**src/lutd_pkg.sv**
```systemverilog
// Constants for the current generator control and status register bank
// Overview of operation
// - Bypass on: status follows every conversion
// - Bypass off: update after four agreeing conversions
// - Volatility 0: override writes stay volatile only
// - Volatility 1: override writes also go nonvolatile
// - Direction bit: 0 sources, 1 sinks current
// - Addresses 82h, 84h, 88h-8Fh are reserved
// - Row override at 81h, volatility selectable
// - LUT direct select: row from override bits
// - LUT direct clear: row from status at 87h (filtered ADC result)
// - Row address is 90h plus row value
// - DAC direct select: DAC fed from override
// - DAC direct clear: DAC fed from LUT once status valid or LUT direct set, else zero
// - DAC override at 83h, volatility selectable
// - Source and range register at 85h
// - Range field: 00 reserved, 11 default
// - Write latch gates writes; set 80h, clear 00h
// - Status at 87h read only, drives row
package lutd_pkg;
  localparam int unsigned DATA_W = 8;
  localparam int unsigned ROW_W  = 6;

  localparam logic [7:0] ADDR_CURRENT_CONFIG = 8'h80;
  localparam logic [7:0] ADDR_LUT_ROW_OVR    = 8'h81;
  localparam logic [7:0] ADDR_DAC_CODE_OVR   = 8'h83;
  localparam logic [7:0] ADDR_SOURCE_RANGE   = 8'h85;
  localparam logic [7:0] ADDR_WRITE_LATCH    = 8'h86;
  localparam logic [7:0] ADDR_TEMP_CODE      = 8'h87;
  localparam logic [7:0] LUT_BASE_ADDR       = 8'h90;

  // current_config fields
  localparam int unsigned CFG_FIXED_ONE_BIT  = 7;
  localparam int unsigned CFG_DIRECTION_BIT  = 6;
  localparam int unsigned CFG_VOLATILITY_BIT = 5;
  localparam int unsigned CFG_BYPASS_BIT     = 4;
  // source_and_range_select fields
  localparam int unsigned SRC_DAC_DIRECT_BIT = 5;
  localparam int unsigned SRC_LUT_DIRECT_BIT = 4;
  localparam int unsigned SRC_RANGE_HI_BIT   = 1;
  localparam int unsigned SRC_RANGE_LO_BIT   = 0;
  // write_latch_control
  localparam int unsigned WEL_BIT            = 7;
  localparam logic [7:0]  WEL_SET_CODE       = 8'h80;
  localparam logic [7:0]  WEL_CLEAR_CODE     = 8'h00;

  localparam logic [1:0] RANGE_RESERVED = 2'h0;
  localparam logic [1:0] RANGE_LOW      = 2'h1;
  localparam logic [1:0] RANGE_MIDDLE   = 2'h2;
  localparam logic [1:0] RANGE_HIGH     = 2'h3;

  // Reset values until recall from nonvolatile cells
  localparam logic       RST_DIRECTION  = 1'b0;
  localparam logic       RST_VOLATILITY = 1'b0;
  localparam logic       RST_BYPASS     = 1'b0;
  localparam logic       RST_DAC_DIRECT = 1'b0;
  localparam logic       RST_LUT_DIRECT = 1'b0;
  localparam logic [1:0] RST_RANGE      = RANGE_HIGH;
  localparam logic [7:0] RST_BYTE       = 8'h00;

  // Agreeing conversions before a filtered update; the count holds
  // earlier matches, so the last agreeing result finds two of them
  localparam int unsigned FILTER_AGREE  = 4;
  localparam logic [1:0]  AGREE_FULL    = 2'(FILTER_AGREE - 2);
  localparam logic [1:0]  AGREE_ZERO    = 2'h0;
endpackage

```
**src/lutd_regs.sv**
```systemverilog
// Control and status register bank with DAC source selection
`timescale 1ns/1ps
module lutd_regs
(
  input  wire logic                         clk_sys,
  input  wire logic                         reset_n,
  input  wire logic                         reg_wr,
  input  wire logic                         reg_rd,
  input  wire logic [7:0]                   reg_addr,
  input  wire logic [lutd_pkg::DATA_W-1:0]  reg_wdata,
  output logic      [lutd_pkg::DATA_W-1:0]  reg_rdata_q,
  output logic                              reg_ack_q,
  output logic                              reg_nack_q,
  input  wire logic                         nv_load,
  input  wire logic [7:0]                   nv_load_addr,
  input  wire logic [lutd_pkg::DATA_W-1:0]  nv_load_data,
  output logic                              nv_wr_q,
  output logic      [7:0]                   nv_addr_q,
  output logic      [lutd_pkg::DATA_W-1:0]  nv_data_q,
  input  wire logic                         adc_done,
  input  wire logic [lutd_pkg::DATA_W-1:0]  adc_result,
  input  wire logic [lutd_pkg::DATA_W-1:0]  lut_rdata,
  output logic      [7:0]                   lut_row_addr_q,
  output logic      [lutd_pkg::DATA_W-1:0]  dac_code_q,
  output logic                              current_sink_q,
  output logic      [1:0]                   full_scale_range_q
);
  import lutd_pkg::*;

  logic                  adc_filter_bypass_q;
  logic                  override_volatility_select_q;
  logic [ROW_W-1:0]      lut_row_override_bits_q;
  logic [DATA_W-1:0]     dac_code_override_bits_q;
  logic                  dac_direct_select_q;
  logic                  lut_direct_select_q;
  logic                  write_enable_latch_q;
  logic [DATA_W-1:0]     thermometer_code_bits_q;
  logic                  status_valid_q;
  logic [ROW_W-1:0]      last_upper_q;
  logic [1:0]            agree_cnt_q;
  logic                  first_seen_q;
  logic                  wr_ok;
  logic                  wel_write;
  logic                  upper_match;
  logic [ROW_W-1:0]      row_sel;
  logic [DATA_W-1:0]     rd_d;
  logic                  override_write;

  // Latch writes are always taken so software can unlock the bank
  assign wel_write      = reg_wr && (reg_addr == ADDR_WRITE_LATCH);
  assign wr_ok          = reg_wr && (write_enable_latch_q || wel_write);
  assign override_write = wr_ok && ((reg_addr == ADDR_LUT_ROW_OVR) || (reg_addr == ADDR_DAC_CODE_OVR));
  // No earlier result after reset, so the first one agrees with nothing
  assign upper_match    = first_seen_q && (adc_result[DATA_W-1 -: ROW_W] == last_upper_q);

  // Write acknowledge
  always_ff @(posedge clk_sys or negedge reset_n)
  begin
    if (!reset_n)
    begin
      reg_ack_q  <= 1'b0;
      reg_nack_q <= 1'b0;
    end
    else
    begin
      reg_ack_q  <= wr_ok;
      reg_nack_q <= reg_wr && !wr_ok;
    end
  end

  // Write latch, volatile, cleared at power up
  always_ff @(posedge clk_sys or negedge reset_n)
  begin
    if (!reset_n)
      write_enable_latch_q <= 1'b0;
    else if (wel_write && reg_wdata == WEL_SET_CODE)
      write_enable_latch_q <= 1'b1;
    else if (wel_write && reg_wdata == WEL_CLEAR_CODE)
      write_enable_latch_q <= 1'b0;
  end

  // current_config; fixed bits are not stored, host keeps them as shown
  always_ff @(posedge clk_sys or negedge reset_n)
  begin
    if (!reset_n)
    begin
      current_sink_q               <= RST_DIRECTION;
      override_volatility_select_q <= RST_VOLATILITY;
      adc_filter_bypass_q          <= RST_BYPASS;
    end
    else if ((wr_ok && reg_addr == ADDR_CURRENT_CONFIG) || (nv_load && nv_load_addr == ADDR_CURRENT_CONFIG))
    begin
      current_sink_q               <= nv_load ? nv_load_data[CFG_DIRECTION_BIT] : reg_wdata[CFG_DIRECTION_BIT];
      override_volatility_select_q <= nv_load ? nv_load_data[CFG_VOLATILITY_BIT] : reg_wdata[CFG_VOLATILITY_BIT];
      adc_filter_bypass_q          <= nv_load ? nv_load_data[CFG_BYPASS_BIT] : reg_wdata[CFG_BYPASS_BIT];
    end
  end

  // Override registers, volatile copies
  always_ff @(posedge clk_sys or negedge reset_n)
  begin
    if (!reset_n)
    begin
      lut_row_override_bits_q  <= RST_BYTE[ROW_W-1:0];
      dac_code_override_bits_q <= RST_BYTE;
    end
    else
    begin
      if (wr_ok && reg_addr == ADDR_LUT_ROW_OVR)
        lut_row_override_bits_q <= reg_wdata[ROW_W-1:0];
      else if (nv_load && nv_load_addr == ADDR_LUT_ROW_OVR)
        lut_row_override_bits_q <= nv_load_data[ROW_W-1:0];
      if (wr_ok && reg_addr == ADDR_DAC_CODE_OVR)
        dac_code_override_bits_q <= reg_wdata;
      else if (nv_load && nv_load_addr == ADDR_DAC_CODE_OVR)
        dac_code_override_bits_q <= nv_load_data;
    end
  end

  // source_and_range_select
  always_ff @(posedge clk_sys or negedge reset_n)
  begin
    if (!reset_n)
    begin
      dac_direct_select_q <= RST_DAC_DIRECT;
      lut_direct_select_q <= RST_LUT_DIRECT;
      full_scale_range_q  <= RST_RANGE;
    end
    else if ((wr_ok && reg_addr == ADDR_SOURCE_RANGE) || (nv_load && nv_load_addr == ADDR_SOURCE_RANGE))
    begin
      dac_direct_select_q <= nv_load ? nv_load_data[SRC_DAC_DIRECT_BIT] : reg_wdata[SRC_DAC_DIRECT_BIT];
      lut_direct_select_q <= nv_load ? nv_load_data[SRC_LUT_DIRECT_BIT] : reg_wdata[SRC_LUT_DIRECT_BIT];
      full_scale_range_q  <= nv_load ? nv_load_data[SRC_RANGE_HI_BIT:SRC_RANGE_LO_BIT]
                                     : reg_wdata[SRC_RANGE_HI_BIT:SRC_RANGE_LO_BIT];
    end
  end

  // Nonvolatile write request; config registers always persist,
  // overrides only when volatility select is set
  always_ff @(posedge clk_sys or negedge reset_n)
  begin
    if (!reset_n)
    begin
      nv_wr_q   <= 1'b0;
      nv_addr_q <= RST_BYTE;
      nv_data_q <= RST_BYTE;
    end
    else
    begin
      nv_wr_q <= wr_ok && ((reg_addr == ADDR_CURRENT_CONFIG) || (reg_addr == ADDR_SOURCE_RANGE)
                 || (override_write && override_volatility_select_q));
      if (wr_ok)
      begin
        nv_addr_q <= reg_addr;
        nv_data_q <= reg_wdata;
      end
    end
  end

  // Conversion filter; a disagreeing result restarts the run
  always_ff @(posedge clk_sys or negedge reset_n)
  begin
    if (!reset_n)
    begin
      last_upper_q            <= RST_BYTE[ROW_W-1:0];
      agree_cnt_q             <= AGREE_ZERO;
      thermometer_code_bits_q <= RST_BYTE;
      status_valid_q          <= 1'b0;
      first_seen_q            <= 1'b0;
    end
    else if (adc_done)
    begin
      last_upper_q <= adc_result[DATA_W-1 -: ROW_W];
      first_seen_q <= 1'b1;
      if (!upper_match)
        agree_cnt_q <= AGREE_ZERO;
      else if (agree_cnt_q != AGREE_FULL)
        agree_cnt_q <= agree_cnt_q + 2'h1;
      if (adc_filter_bypass_q || (upper_match && agree_cnt_q == AGREE_FULL))
      begin
        thermometer_code_bits_q <= adc_result;
        status_valid_q          <= 1'b1;
      end
    end
  end

  // Row select and DAC source; DAC rests at zero until first valid result unless LUT or DAC direct select is set
  assign row_sel = lut_direct_select_q ? lut_row_override_bits_q
                                       : thermometer_code_bits_q[DATA_W-1 -: ROW_W];

  always_ff @(posedge clk_sys or negedge reset_n)
  begin
    if (!reset_n)
    begin
      lut_row_addr_q <= LUT_BASE_ADDR;
      dac_code_q     <= RST_BYTE;
    end
    else
    begin
      lut_row_addr_q <= LUT_BASE_ADDR + {2'h0, row_sel};
      if (dac_direct_select_q)
        dac_code_q <= dac_code_override_bits_q;
      else if (lut_direct_select_q || status_valid_q)
        dac_code_q <= lut_rdata;
      else
        dac_code_q <= RST_BYTE;
    end
  end

  // Read mux; reserved addresses and bits return zero
  always_comb
  begin
    rd_d = RST_BYTE;
    unique case (reg_addr)
      ADDR_CURRENT_CONFIG:
      begin
        rd_d[CFG_FIXED_ONE_BIT]  = 1'b1;
        rd_d[CFG_DIRECTION_BIT]  = current_sink_q;
        rd_d[CFG_VOLATILITY_BIT] = override_volatility_select_q;
        rd_d[CFG_BYPASS_BIT]     = adc_filter_bypass_q;
      end
      ADDR_LUT_ROW_OVR:  rd_d[ROW_W-1:0] = lut_row_override_bits_q;
      ADDR_DAC_CODE_OVR: rd_d = dac_code_override_bits_q;
      ADDR_SOURCE_RANGE:
      begin
        rd_d[SRC_DAC_DIRECT_BIT]                = dac_direct_select_q;
        rd_d[SRC_LUT_DIRECT_BIT]                = lut_direct_select_q;
        rd_d[SRC_RANGE_HI_BIT:SRC_RANGE_LO_BIT] = full_scale_range_q;
      end
      ADDR_WRITE_LATCH:  rd_d[WEL_BIT] = write_enable_latch_q;
      ADDR_TEMP_CODE:    rd_d = thermometer_code_bits_q;
      default:           rd_d = RST_BYTE;
    endcase
  end

  always_ff @(posedge clk_sys or negedge reset_n)
  begin
    if (!reset_n)
      reg_rdata_q <= RST_BYTE;
    else if (reg_rd)
      reg_rdata_q <= rd_d;
  end

  chk_bypass_update: assert property (@(posedge clk_sys) disable iff (!reset_n)
    adc_done && adc_filter_bypass_q |=> thermometer_code_bits_q == $past(adc_result))
    else $error("status missed an unfiltered conversion");

  chk_filter_gate: assert property (@(posedge clk_sys) disable iff (!reset_n)
    $changed(thermometer_code_bits_q) && !$past(adc_filter_bypass_q)
    |-> $past(adc_done) && $past(agree_cnt_q) == AGREE_FULL && $past(upper_match))
    else $error("status changed without four agreeing conversions");

  chk_volatile_only: assert property (@(posedge clk_sys) disable iff (!reset_n)
    override_write && !override_volatility_select_q |=> !nv_wr_q)
    else $error("volatile override write reached nonvolatile cells");

  chk_nv_mirror: assert property (@(posedge clk_sys) disable iff (!reset_n)
    override_write && override_volatility_select_q |=> nv_wr_q && nv_data_q == $past(reg_wdata))
    else $error("nonvolatile override write not issued");

  chk_direction_wr: assert property (@(posedge clk_sys) disable iff (!reset_n)
    wr_ok && reg_addr == ADDR_CURRENT_CONFIG && !nv_load |=> current_sink_q == $past(reg_wdata[CFG_DIRECTION_BIT]))
    else $error("direction bit not taken");

  chk_reserved_read: assert property (@(posedge clk_sys) disable iff (!reset_n)
    reg_rd && (reg_addr == 8'h82 || reg_addr == 8'h84 || reg_addr[7:3] == 5'h11) |=> reg_rdata_q == RST_BYTE)
    else $error("reserved address read nonzero");

  chk_row_address: assert property (@(posedge clk_sys) disable iff (!reset_n)
    1'b1 |=> lut_row_addr_q == LUT_BASE_ADDR + {2'h0, $past(lut_direct_select_q) ? $past(lut_row_override_bits_q)
                               : $past(thermometer_code_bits_q[DATA_W-1 -: ROW_W])})
    else $error("LUT row address wrong");

  chk_dac_source: assert property (@(posedge clk_sys) disable iff (!reset_n)
    1'b1 |=> dac_code_q == ($past(dac_direct_select_q) ? $past(dac_code_override_bits_q)
             : ($past(lut_direct_select_q) || $past(status_valid_q)) ? $past(lut_rdata) : RST_BYTE))
    else $error("DAC source selection wrong");

  chk_latch_gate: assert property (@(posedge clk_sys) disable iff (!reset_n)
    reg_wr && !write_enable_latch_q && reg_addr != ADDR_WRITE_LATCH && !nv_load
    |=> reg_nack_q && !reg_ack_q && $stable(dac_code_override_bits_q) && $stable(current_sink_q))
    else $error("write taken while latch clear");
endmodule
```
**config.mk**
```make
export PLATFORM = sky130hd
export DESIGN_NAME = lutd_regs
export DESIGN_NICKNAME = d
export VERILOG_FILES = /design/src/lutd_pkg.sv /design/src/lutd_regs.sv
export SDC_FILE = /design/constraint.sdc
export NUM_CORES = 1
export LEC_CHECK = 0
export BUFFER_PORTS_ARGS = -buffer_cell sky130_fd_sc_hd__buf_4
export CAP_MARGIN = 0
export CORE_ASPECT_RATIO = 1.25
export CORE_UTILIZATION = 50
export CTS_CLUSTER_DIAMETER = 80
export DETAILED_ROUTE_END_ITERATION = 12
export PLACE_DENSITY = 0.76
export SKIP_LAST_GASP = 1
export SLEW_MARGIN = 0
export SYNTH_ARGS = -nofsm -noshare
export SYNTH_HDL_FRONTEND = slang
export SYNTH_SLANG_ARGS = --single-unit
```
**constraint.sdc**
```tcl
create_clock -name clk_sys -period 3 [get_ports clk_sys]
set_input_delay 0.75 -clock clk_sys [delete_from_list [all_inputs] [get_ports clk_sys]]
set_output_delay 0.75 -clock clk_sys [all_outputs]
set_load 0.02 [all_outputs]
```
[Word-level counts from Yosys, hierarchy flattened]
Cells that the tools add are included.
Widths: inputs -> output; s select.
Word-level totals
  bits in registers: 83
  input port bits: 54
  output and inout bits: 46
Operators by class
  $add $sub $neg: 2
  eq/ne operators: 15
  multiplexer cells: 20
  reduce and logical (&&, ||, !) cells: 33
Operator list (number)
  $eq 8x8->1 const B: 11
  $mux 8: 4
  $logic_and 1x1->1: 18
  $mux 6: 3
  $pmux 2 s5: 1
  $add 8x6->8 const A: 1
  $logic_not 8->1: 1
  $logic_or 1x1->1: 8
  $pmux 2 s4: 1
  $eq 6x6->1: 1
  $mux 2: 3
  $pmux 2 s3: 1
  $reduce_bool 2->1: 3
  $mux 1: 5
  $pmux 1 s4: 1
  $reduce_and 2->1: 2
  $pmux 1 s3: 1
  $add 2x1->2 const B: 1
  $eq 2x2->1 const B: 1
  $ne 2x1->1 const B: 1
  $ne 2x2->1 const B: 1
  $logic_not 1->1: 1

[Longest topological paths before layout]
Gate-level depths: netlist of run 1.
  depth in word-level cells: 8
  depth in mapped cells: 6
  depth with buffers taken out: 5

[Worst setup path after synthesis of run 1]
OpenSTA, ideal clock, no wires.
  kind: in2reg
  start point: input reg_addr[5]
  end point: register nv_addr_q[1]
  data arrival time: 2.307 ns
  required time: 2.875 ns
  path slack: 0.568 ns
  stages: 6
  buffers on the path: 2
  cell sequence: or4b_1 -> buf_4 -> nor4_4 -> o21ai_4 -> buf_6 -> mux2_4
Between the ends
  longest elaborated chain between the ends: 4
Ends and longest elaborated chain
  from (decl): RTL line lutd_regs.sv:9  | input wire logic [7:0] reg_addr,
  $eq 8x8->1: RTL line lutd_regs.sv:50  | assign wel_write = reg_wr && (reg_addr == ADDR_WRITE_LATCH);
  $logic_and 1x1->1: RTL line lutd_regs.sv:50
  $logic_or 1x1->1: RTL line lutd_regs.sv:51  | assign wr_ok = reg_wr && (write_enable_latch_q || wel_write);
  $logic_and 1x1->1: RTL line lutd_regs.sv:51
  to (signal assigned): RTL line lutd_regs.sv:154  | nv_addr_q <= reg_addr;
  to (decl): RTL line lutd_regs.sv:18  | output logic [7:0] nv_addr_q,
Every way passes these cells.
A chain may end at the register's enable or synchronous reset.

[Final worst setup path of run 1]
  start point: input reg_addr[5]
  end point: register lut_direct_select_q
Between the ends
  longest elaborated chain between the ends: 6
  elaborated cells on any way between the ends: 7
  classes of those cells: 2 x eq/ne; 5 x reduce/logical
Ends and longest elaborated chain
  $eq 8x8->1: RTL line lutd_regs.sv:50
  $logic_and 1x1->1: RTL line lutd_regs.sv:50
  $logic_or 1x1->1: RTL line lutd_regs.sv:51
  $logic_and 1x1->1: RTL line lutd_regs.sv:51
  $logic_and 1x1->1 *: RTL line lutd_regs.sv:129  | else if ((wr_ok && reg_addr == ADDR_SOURCE_RANGE) || (nv_load && nv_load_addr == ADDR_SOURCE_RANGE))
  $logic_or 1x1->1 *: RTL line lutd_regs.sv:129
  to (signal assigned): RTL line lutd_regs.sv:132  | lut_direct_select_q <= nv_load ? nv_load_data[SRC_LUT_DIRECT_BIT] : reg_wdata[SRC_LUT_DIRECT_BIT];
  to (decl): RTL line lutd_regs.sv:35  | logic lut_direct_select_q;
Mark *: on every way between the ends. The rest lies on a longest branch, timed or not.

==> metrics.md, run 1 <==
| Metric | Value |
|---|---|
| Status | finished, final reports clean |
| Core Region | 7490 µm² |
| Number of synthesized register bits | 82 |
| Buffers from clock root to sink, at most | 2 |
| Area grow syn2layout | 25.5% |
| Post-CTS setup buffer count | 0 |
| CP Launch Type | input port |
| # DRC | 0 |
| TritonCTS buffer count | 9 |
| Yosys Warn Count | 0 |
| Clock latency at the later pin of the worst-skew pair | 350 ps |
| 1st-iter DRT viols | 132 |
| GRT overflow | 0 |
| Crit path kind | in2reg |
| Syn_nets | 373 |
| Max Slew Vio Count | 0 |
| Final Critical Period | 2370 ps |
| Worst Max-Slew Pin Slew | 658 ps |
| Starting Density | 0.522 |
| Crit-path slowest cell | or4b_1 |
| Synth cell types | 47 |
| Placed insts | 496 |
| Post-Synthesis Cells | 317 |
| CTS tree | yes |
| Clock Sinks | 82 |
| Initial antenna violation count | 0 |
| Psw | 740 µW |
| MaxCap Viol Count | 0 |
| RSZ-0062 raised after global routing | false |
| Syn avg cell area | 12.3 µm² |
| # resized after CTS | 0 |
| Worst EP required | 3240 ps |
| Vias per cell | 5.53 |
| Relative slew slack | 0.560 |
| Period utilization | 0.790 |
| Critical Path Max Stage Delay | 710 ps |
| Overall global routing resource usage | 0.232 |
| Critical path endpoint category | flip-flop |
| Root buffer cell | clkbuf_8 |
| Synth Area in Simple Gates | 0.118 |
| I/O Pins | 100 |
| Post-detail-place hpwl | 6.44 mm |
| Setup TNS | 0 ps |
| Peak supply drop | 420 µV |
| Leak pwr | 0.00237 µW |
| Final setup violation count | 0 |
| Mux cell area share after synthesis | 0.234 |
| Reg power frac | 0.510 |
| Router iterations before antenna repair | 4 |
| Min-delay worst type | in2async |
| Prevailing post-synth register cell | dfrtp_1 |
| Largest net degree at the start of global routing | 83 |
| Die area | 8180 µm² |
| First-pass GRT wire length | 13.8 mm |
| Worst Clk Skew | 9.27 ps |
| Synth Area in Compound Gates | 0.0685 |
| Post-synthesis adder-cell area fraction | 0.00640 |
| CTS Hold Bufs | 0 |
| Post-route insts no fill | 512 |
| Register area | 2060 µm² |
| Post-Synth XOR/XNOR Area | 0.0112 |
| Chip height | 101 µm |
| Cell Area, Synth | 3910 µm² |
| Largest family of logic cells by synthesized area | multiplexers |
| Sw Share | 0.291 |
| Routed Wire Length | 8.70 mm |
| Post-synth EDFFs | 0 |
| Clock Power Share | 0.287 |
| Gpl congestion | 0.875 |
| Clock Pin Slew Worst Setup and Hold Paths | 80 ps |
| Arrival @ worst endpoint | 2610 ps |
| P_int | 1800 µW |
| Crit-path cells | buf_4 -> or4b_1 -> nor3b_4 -> a41o_1 -> mux2_2 |
| Part of the power in combinational logic | 0.204 |
| Final #Nets | 471 |
| Post-synth ARST share | 1.00 |
| Total of fill cells in the finished design | 618 |
| Die W | 81.1 µm |
| Row count | 35 |
| Worst-path fanout max | 6 |
| Seq/Total Area, Yosys | 0.526 |
| Antenna cell count | 0 |
| Vias in the first global route | 2,695 |
| ANT nets after route | 0 |
| H-tree depth | 3 |
| I/O Buffers | 98 |
| Multi-input gate area | 1720 µm² |
| Routed wire per std cell | 17.0 µm |
| Final hold violations | 0 |
| Via count | 2,830 |
| F_max | 0.422 GHz |
| Share of layout cells above drive strength 1 | 0.469 |
| Power Density | 518 nW/µm² |
-- area by class of cell --
class / instances / share of cell area
clock buffers: 10 / 0.0280
flip-flops and latches: 82 / 0.419
repair buffers: 102 / 0.159
multi-input cells: 203 / 0.350
well taps: 92 / 0.0235
clock inverters: 6 / 0.00816
inverters: 17 / 0.0130
-- power by group through the flow --
stage	sequential [µW]	clock, µW	combinational, µW
4_1_cts	1300	742	526
2_1_floorplan	1370	0	209
6_report	1300	728	518
3_5_place_dp	1320	0	521
5_1_grt	1310	785	560
3_3_place_gp	1310	0	509
-- synth_stat cells, drive strengths merged (3+ instances only) --
cell	number	area [µm²]
buf	6	38.8
nand2b	4	25.0
nor4	7	95.1
nand2	34	128
a21oi	4	20.0
mux4	3	67.6
inv	17	63.8
dfrtp	79	1980
a22o	3	26.3
mux2i	16	160
or2	4	25.0
o22ai	4	25.0
clkbuf	9	33.8
dfstp	3	78.8
mux2	59	687
o21ai	22	121
nand3	9	50.1
nor2	5	18.8
nor4b	3	32.5
xnor2	5	43.8
-- cells in the final DEF (no fill, tap or decap), types with 2 or more instances in the layout --
| cell | synthesis | layout |
|---|---|---|
| nor2_1 | 5 | 5 |
| nor3_1 | 2 | 2 |
| xnor2_1 | 5 | 5 |
| nand4_1 | 2 | 2 |
| a22o_1 | 3 | 3 |
| o21ai_0 | 15 | 15 |
| dfstp_2 | 3 | 3 |
| nor4_1 | 3 | 3 |
| a21oi_1 | 4 | 4 |
| mux2i_1 | 16 | 16 |
| nor4b_1 | 2 | 2 |
| nand2_1 | 34 | 34 |
| inv_1 | 17 | 17 |
| nor4_4 | 3 | 3 |
| dfrtp_1 | 79 | 79 |
| ha_1 | 2 | 2 |
| nand2b_1 | 4 | 4 |
| mux4_2 | 3 | 3 |
| or2_2 | 4 | 4 |
| mux2_4 | 6 | 6 |
| o22ai_1 | 4 | 4 |
| clkinv_2 | 0 | 3 |
| clkbuf_8 | 0 | 10 |
| o21ai_1 | 6 | 6 |
| buf_4 | 2 | 101 |
| o2bb2ai_1 | 2 | 2 |
| mux2_2 | 53 | 53 |
| nand3_1 | 8 | 8 |
-- flip-flops by register name (all words and copies together) (netlist names), 2 cells and up --
register and flops:
dac_code_override_bits_q 8, dac_code_q 8, nv_addr_q 8, nv_data_q 8, reg_rdata_q 8, thermometer_code_bits_q 8, lut_row_addr_q 7, last_upper_q 6
lut_row_override_bits_q 6, agree_cnt_q 2, full_scale_range_q 2
-- through the flow --
step	total power (µW)	hold slack, ps	setup slack [ps]	util	cell area [µm²]
6_report	2540	389	631	0.655	4910
3_5_place_dp	1840	447	297	0.632	4730
3_3_place_gp	1820	447	324	0.632	4730
5_1_grt	2650	425	576	0.655	4910
2_1_floorplan	1580	425	568	-	3910
4_1_cts	2560	428	656	0.655	4910
-- cell families (layout without fill, tap and decap cells) --
kind of cell / count (synthesis) / count (layout)
AO/OA/AOI/OAI: 41 / 41
XOR/XNOR: 5 / 5
adder cells (fa/ha/maj): 2 / 2
buffers and inverters: 32 / 135
flip-flops: 82 / 82
multiplexers: 78 / 78
other: 1 / 1
AND/OR/NAND/NOR: 76 / 76
-- worst paths after layout --
check / startpoint / cells past startpoint / to / slack, ps
max: reg_addr[5] / 5 / lut_direct_select_q / 630
min: reset_n / 2 / nv_data_q[6] / 390
max reg2reg: last_upper_q[4] / 5 / thermometer_code_bits_q[3] / 1280
min reg2reg: status_valid_q / 1 / status_valid_q / 480
max in group asynchronous: reset_n / 2 / full_scale_range_q[0] / 2210
min in group clk_sys: status_valid_q / 1 / status_valid_q / 480
-- critical path: cells and delay by family --
family                 cells  cell delay [ps]
AND/OR/NAND/NOR            2             1060
multiplexers               1              360
AO/OA/AOI/OAI              1              320
buffers and inverters      1              110
-- layer usage --
| layer | vias to the layer above | routed length, µm | GRT usage |
|---|---|---|---|
| met5 | - | 0 | 0 |
| met4 | 0 | 212 | 0.0989 |
| met3 | 15 | 324 | 0.0498 |
| met2 | 75 | 4460 | 0.376 |
| met1 | 1417 | 3710 | 0.297 |
| li1 | 1323 | - | - |
Note: power is estimated with default switching activity, not from simulation.
==> inputs of run 2 (changes only) <==
--- a/config.mk
+++ b/config.mk
@@ -8,7 +8,7 @@
 export BUFFER_PORTS_ARGS = -buffer_cell sky130_fd_sc_hd__buf_4
 export CAP_MARGIN = 0
 export CORE_ASPECT_RATIO = 1.25
-export CORE_UTILIZATION = 50
+export CORE_UTILIZATION = 48
 export CTS_CLUSTER_DIAMETER = 80
 export DETAILED_ROUTE_END_ITERATION = 12
 export PLACE_DENSITY = 0.76
==> constraint.sdc (replaced) <==
create_clock -name clk_sys -period 2 [get_ports clk_sys]
set_input_delay 0.5 -clock clk_sys [delete_from_list [all_inputs] [get_ports clk_sys]]
set_output_delay 0.5 -clock clk_sys [all_outputs]
set_load 0.02 [all_outputs]
==> metrics.md, run 2 (synthesized netlist as in run 1, its figures left out) <==
| Metric | Value |
|---|---|
| Status | finished, final reports clean |
| Power Density | 784 nW/µm² (+51%) |
| Core Region | 7840 µm² (+4.7%) |
| Period utilization | 0.961 |
| Commonest non-fill, non-tap cells in the layout | buf_4 (112), dfrtp_1 (79), mux2_2 (50) |
| # resized after CTS | 0 (unchanged) |
| TritonCTS buffer count | 9 (unchanged) |
| Worst-path fanout max | 6 (unchanged) |
| Router iterations before antenna repair | 4 (unchanged) |
| MaxCap Viol Count | 0 (unchanged) |
| Die area | 8510 µm² (+4.1%) |
| Starting Density | 0.499 (-0.0232) |
| H-tree depth | 3 (unchanged) |
| Die W | 82.7 µm (+2.0%) |
| Row count | 36 (+2.9%) |
| Initial antenna violation count | 0 (unchanged) |
| Clock Sinks | 82 (unchanged) |
| Largest net degree at the start of global routing | 35 (-58%) |
| WHS | 85.3 ps (-303 ps) |
| Share of layout cells above drive strength 1 | 0.485 (+0.0159) |
| Final #Nets | 485 (+3.0%) |
| Routed wire per std cell | 17.7 µm (+3.9%) |
| Max Slew Vio Count | 0 (unchanged) |
| I/O Buffers | 98 (unchanged) |
| Final Critical Period | 1920 ps |
| Peak supply drop | 546 µV (+30%) |
| CTS Hold Bufs | 0 (unchanged) |
| Final setup violation count | 0 (unchanged) |
| Critical path endpoint category | flip-flop |
| RSZ-0062 raised after global routing | false |
| Crit-path slowest cell | or4b_4 |
| I/O Pins | 100 (unchanged) |
| Clock latency at the later pin of the worst-skew pair | 360 ps (about the same) |
| Routed Wire Length | 9.32 mm (+7.1%) |
| Critical Path Max Stage Delay | 560 ps (-150 ps) |
| First-pass GRT wire length | 14.6 mm (+5.8%) |
| Worst Max-Slew Pin Slew | 689 ps (+31.0 ps) |
| Vias per cell | 5.47 (-1.0%) |
| DP Area | 4900 µm² (+3.6%) |
| Gpl congestion | 0.830 (-5.2%) |
| Post-CTS setup buffer count | 0 (unchanged) |
| Chip height | 103 µm (+2.0%) |
| 1st-iter DRT viols | 138 (+4.5%) |
| Leak pwr | 0.00247 µW (+4.5%) |
| ANT nets after route | 0 (unchanged) |
| Dpl ws | -297 ps (-594 ps) |
| Area grow syn2layout | 30.6% |
| Root buffer cell | clkbuf_8 |
| # DRC | 0 (unchanged) |
| PnR Total Power | 4000 µW (+57%) |
| GRT overflow | 0 (unchanged) |
| Leading cell type in the layout, fill and taps excluded | buf_4 |
| Buffers from clock root to sink, at most | 2 (unchanged) |
| F_max | 0.520 GHz |
| Final worst slack | 78.6 ps (-553 ps) |
| Via count | 2,889 (+2.1%) |
| CTS tree | yes |
| Worst EP required | 2240 ps (-1000 ps) |
| Design Area, Final | 5100 µm² (+4.0%) |
| Antenna cell count | 0 (unchanged) |
| Post-detail-place hpwl | 6.97 mm (+8.3%) |
| Vias in the first global route | 2,877 (+6.8%) |
| Final hold violations | 0 (unchanged) |
| Clock Pin Slew Worst Setup and Hold Paths | 80 ps (about the same) |
| Relative slew slack | 0.539 (-0.0208) |
| Min-delay worst type | in2async |
| CP Launch Type | input port |
| Arrival @ worst endpoint | 2170 ps (-440 ps) |
| Worst Clk Skew | 9.23 ps (-0.0418 ps) |
| Crit path kind | in2reg |
| Setup TNS | 0 ps (unchanged) |
| Overall global routing resource usage | 0.235 (+0.00340) |
| Crit-path cells | buf_4 -> or4b_4 -> nor4_4 -> buf_4 -> mux2_2 -> mux2_2 |
run 2: path summary, 6_finish.rpt:
check	startpoint	endpoint	depth (start not counted)	slack, ps
setup / recovery	nv_load_addr[5]	lut_row_override_bits_q[0]	6	80
hold reg to reg	status_valid_q	status_valid_q	1	480
min in group clk_sys	reg_addr[6]	nv_addr_q[6]	2	360
max in group asynchronous	reset_n	thermometer_code_bits_q[3]	2	1360
setup reg to reg	last_upper_q[3]	thermometer_code_bits_q[6]	5	250
hold / removal	reset_n	nv_addr_q[7]	1	90
run 2: per-layer routing:
| layer | part of all wire | GRT usage | vias up |
|---|---|---|---|
| met4 | 0.028 | 0.117 | 0 |
| met2 | 0.50 | 0.368 | 100 |
| met5 | 0 | 0 | - |
| li1 | - | - | 1343 |
| met3 | 0.054 | 0.0478 | 20 |
| met1 | 0.41 | 0.309 | 1426 |
run 2: critical path: cells and delay by family:
family,cells,cell delay (ps)
buf+inv,2,300
mux,2,590
simple gates,2,770
run 2: cell type report:
| class | instances | area [µm²] |
|---|---|---|
| clock buffer | 13 | 169 |
| clock inverter | 2 | 35.0 |
| fill | 615 | 2730 |
| inverter | 17 | 63.8 |
| multi-input combinational | 203 | 1740 |
| sequential | 82 | 2060 |
| tap | 95 | 119 |
| timing repair buffer | 116 | 921 |
run 2: power by group:
part,internal [µW],switching [µW]
clock,671,586
combinational,397,405
sequential,1840,104
total,2910,1090
run 2: through the flow:
step                      instances  utilization
final                           528        0.651
after global routing            528        0.651
after CTS                       528        0.651
after detailed placement        513        0.625
after global placement          513        0.625
after floorplan                 317            -
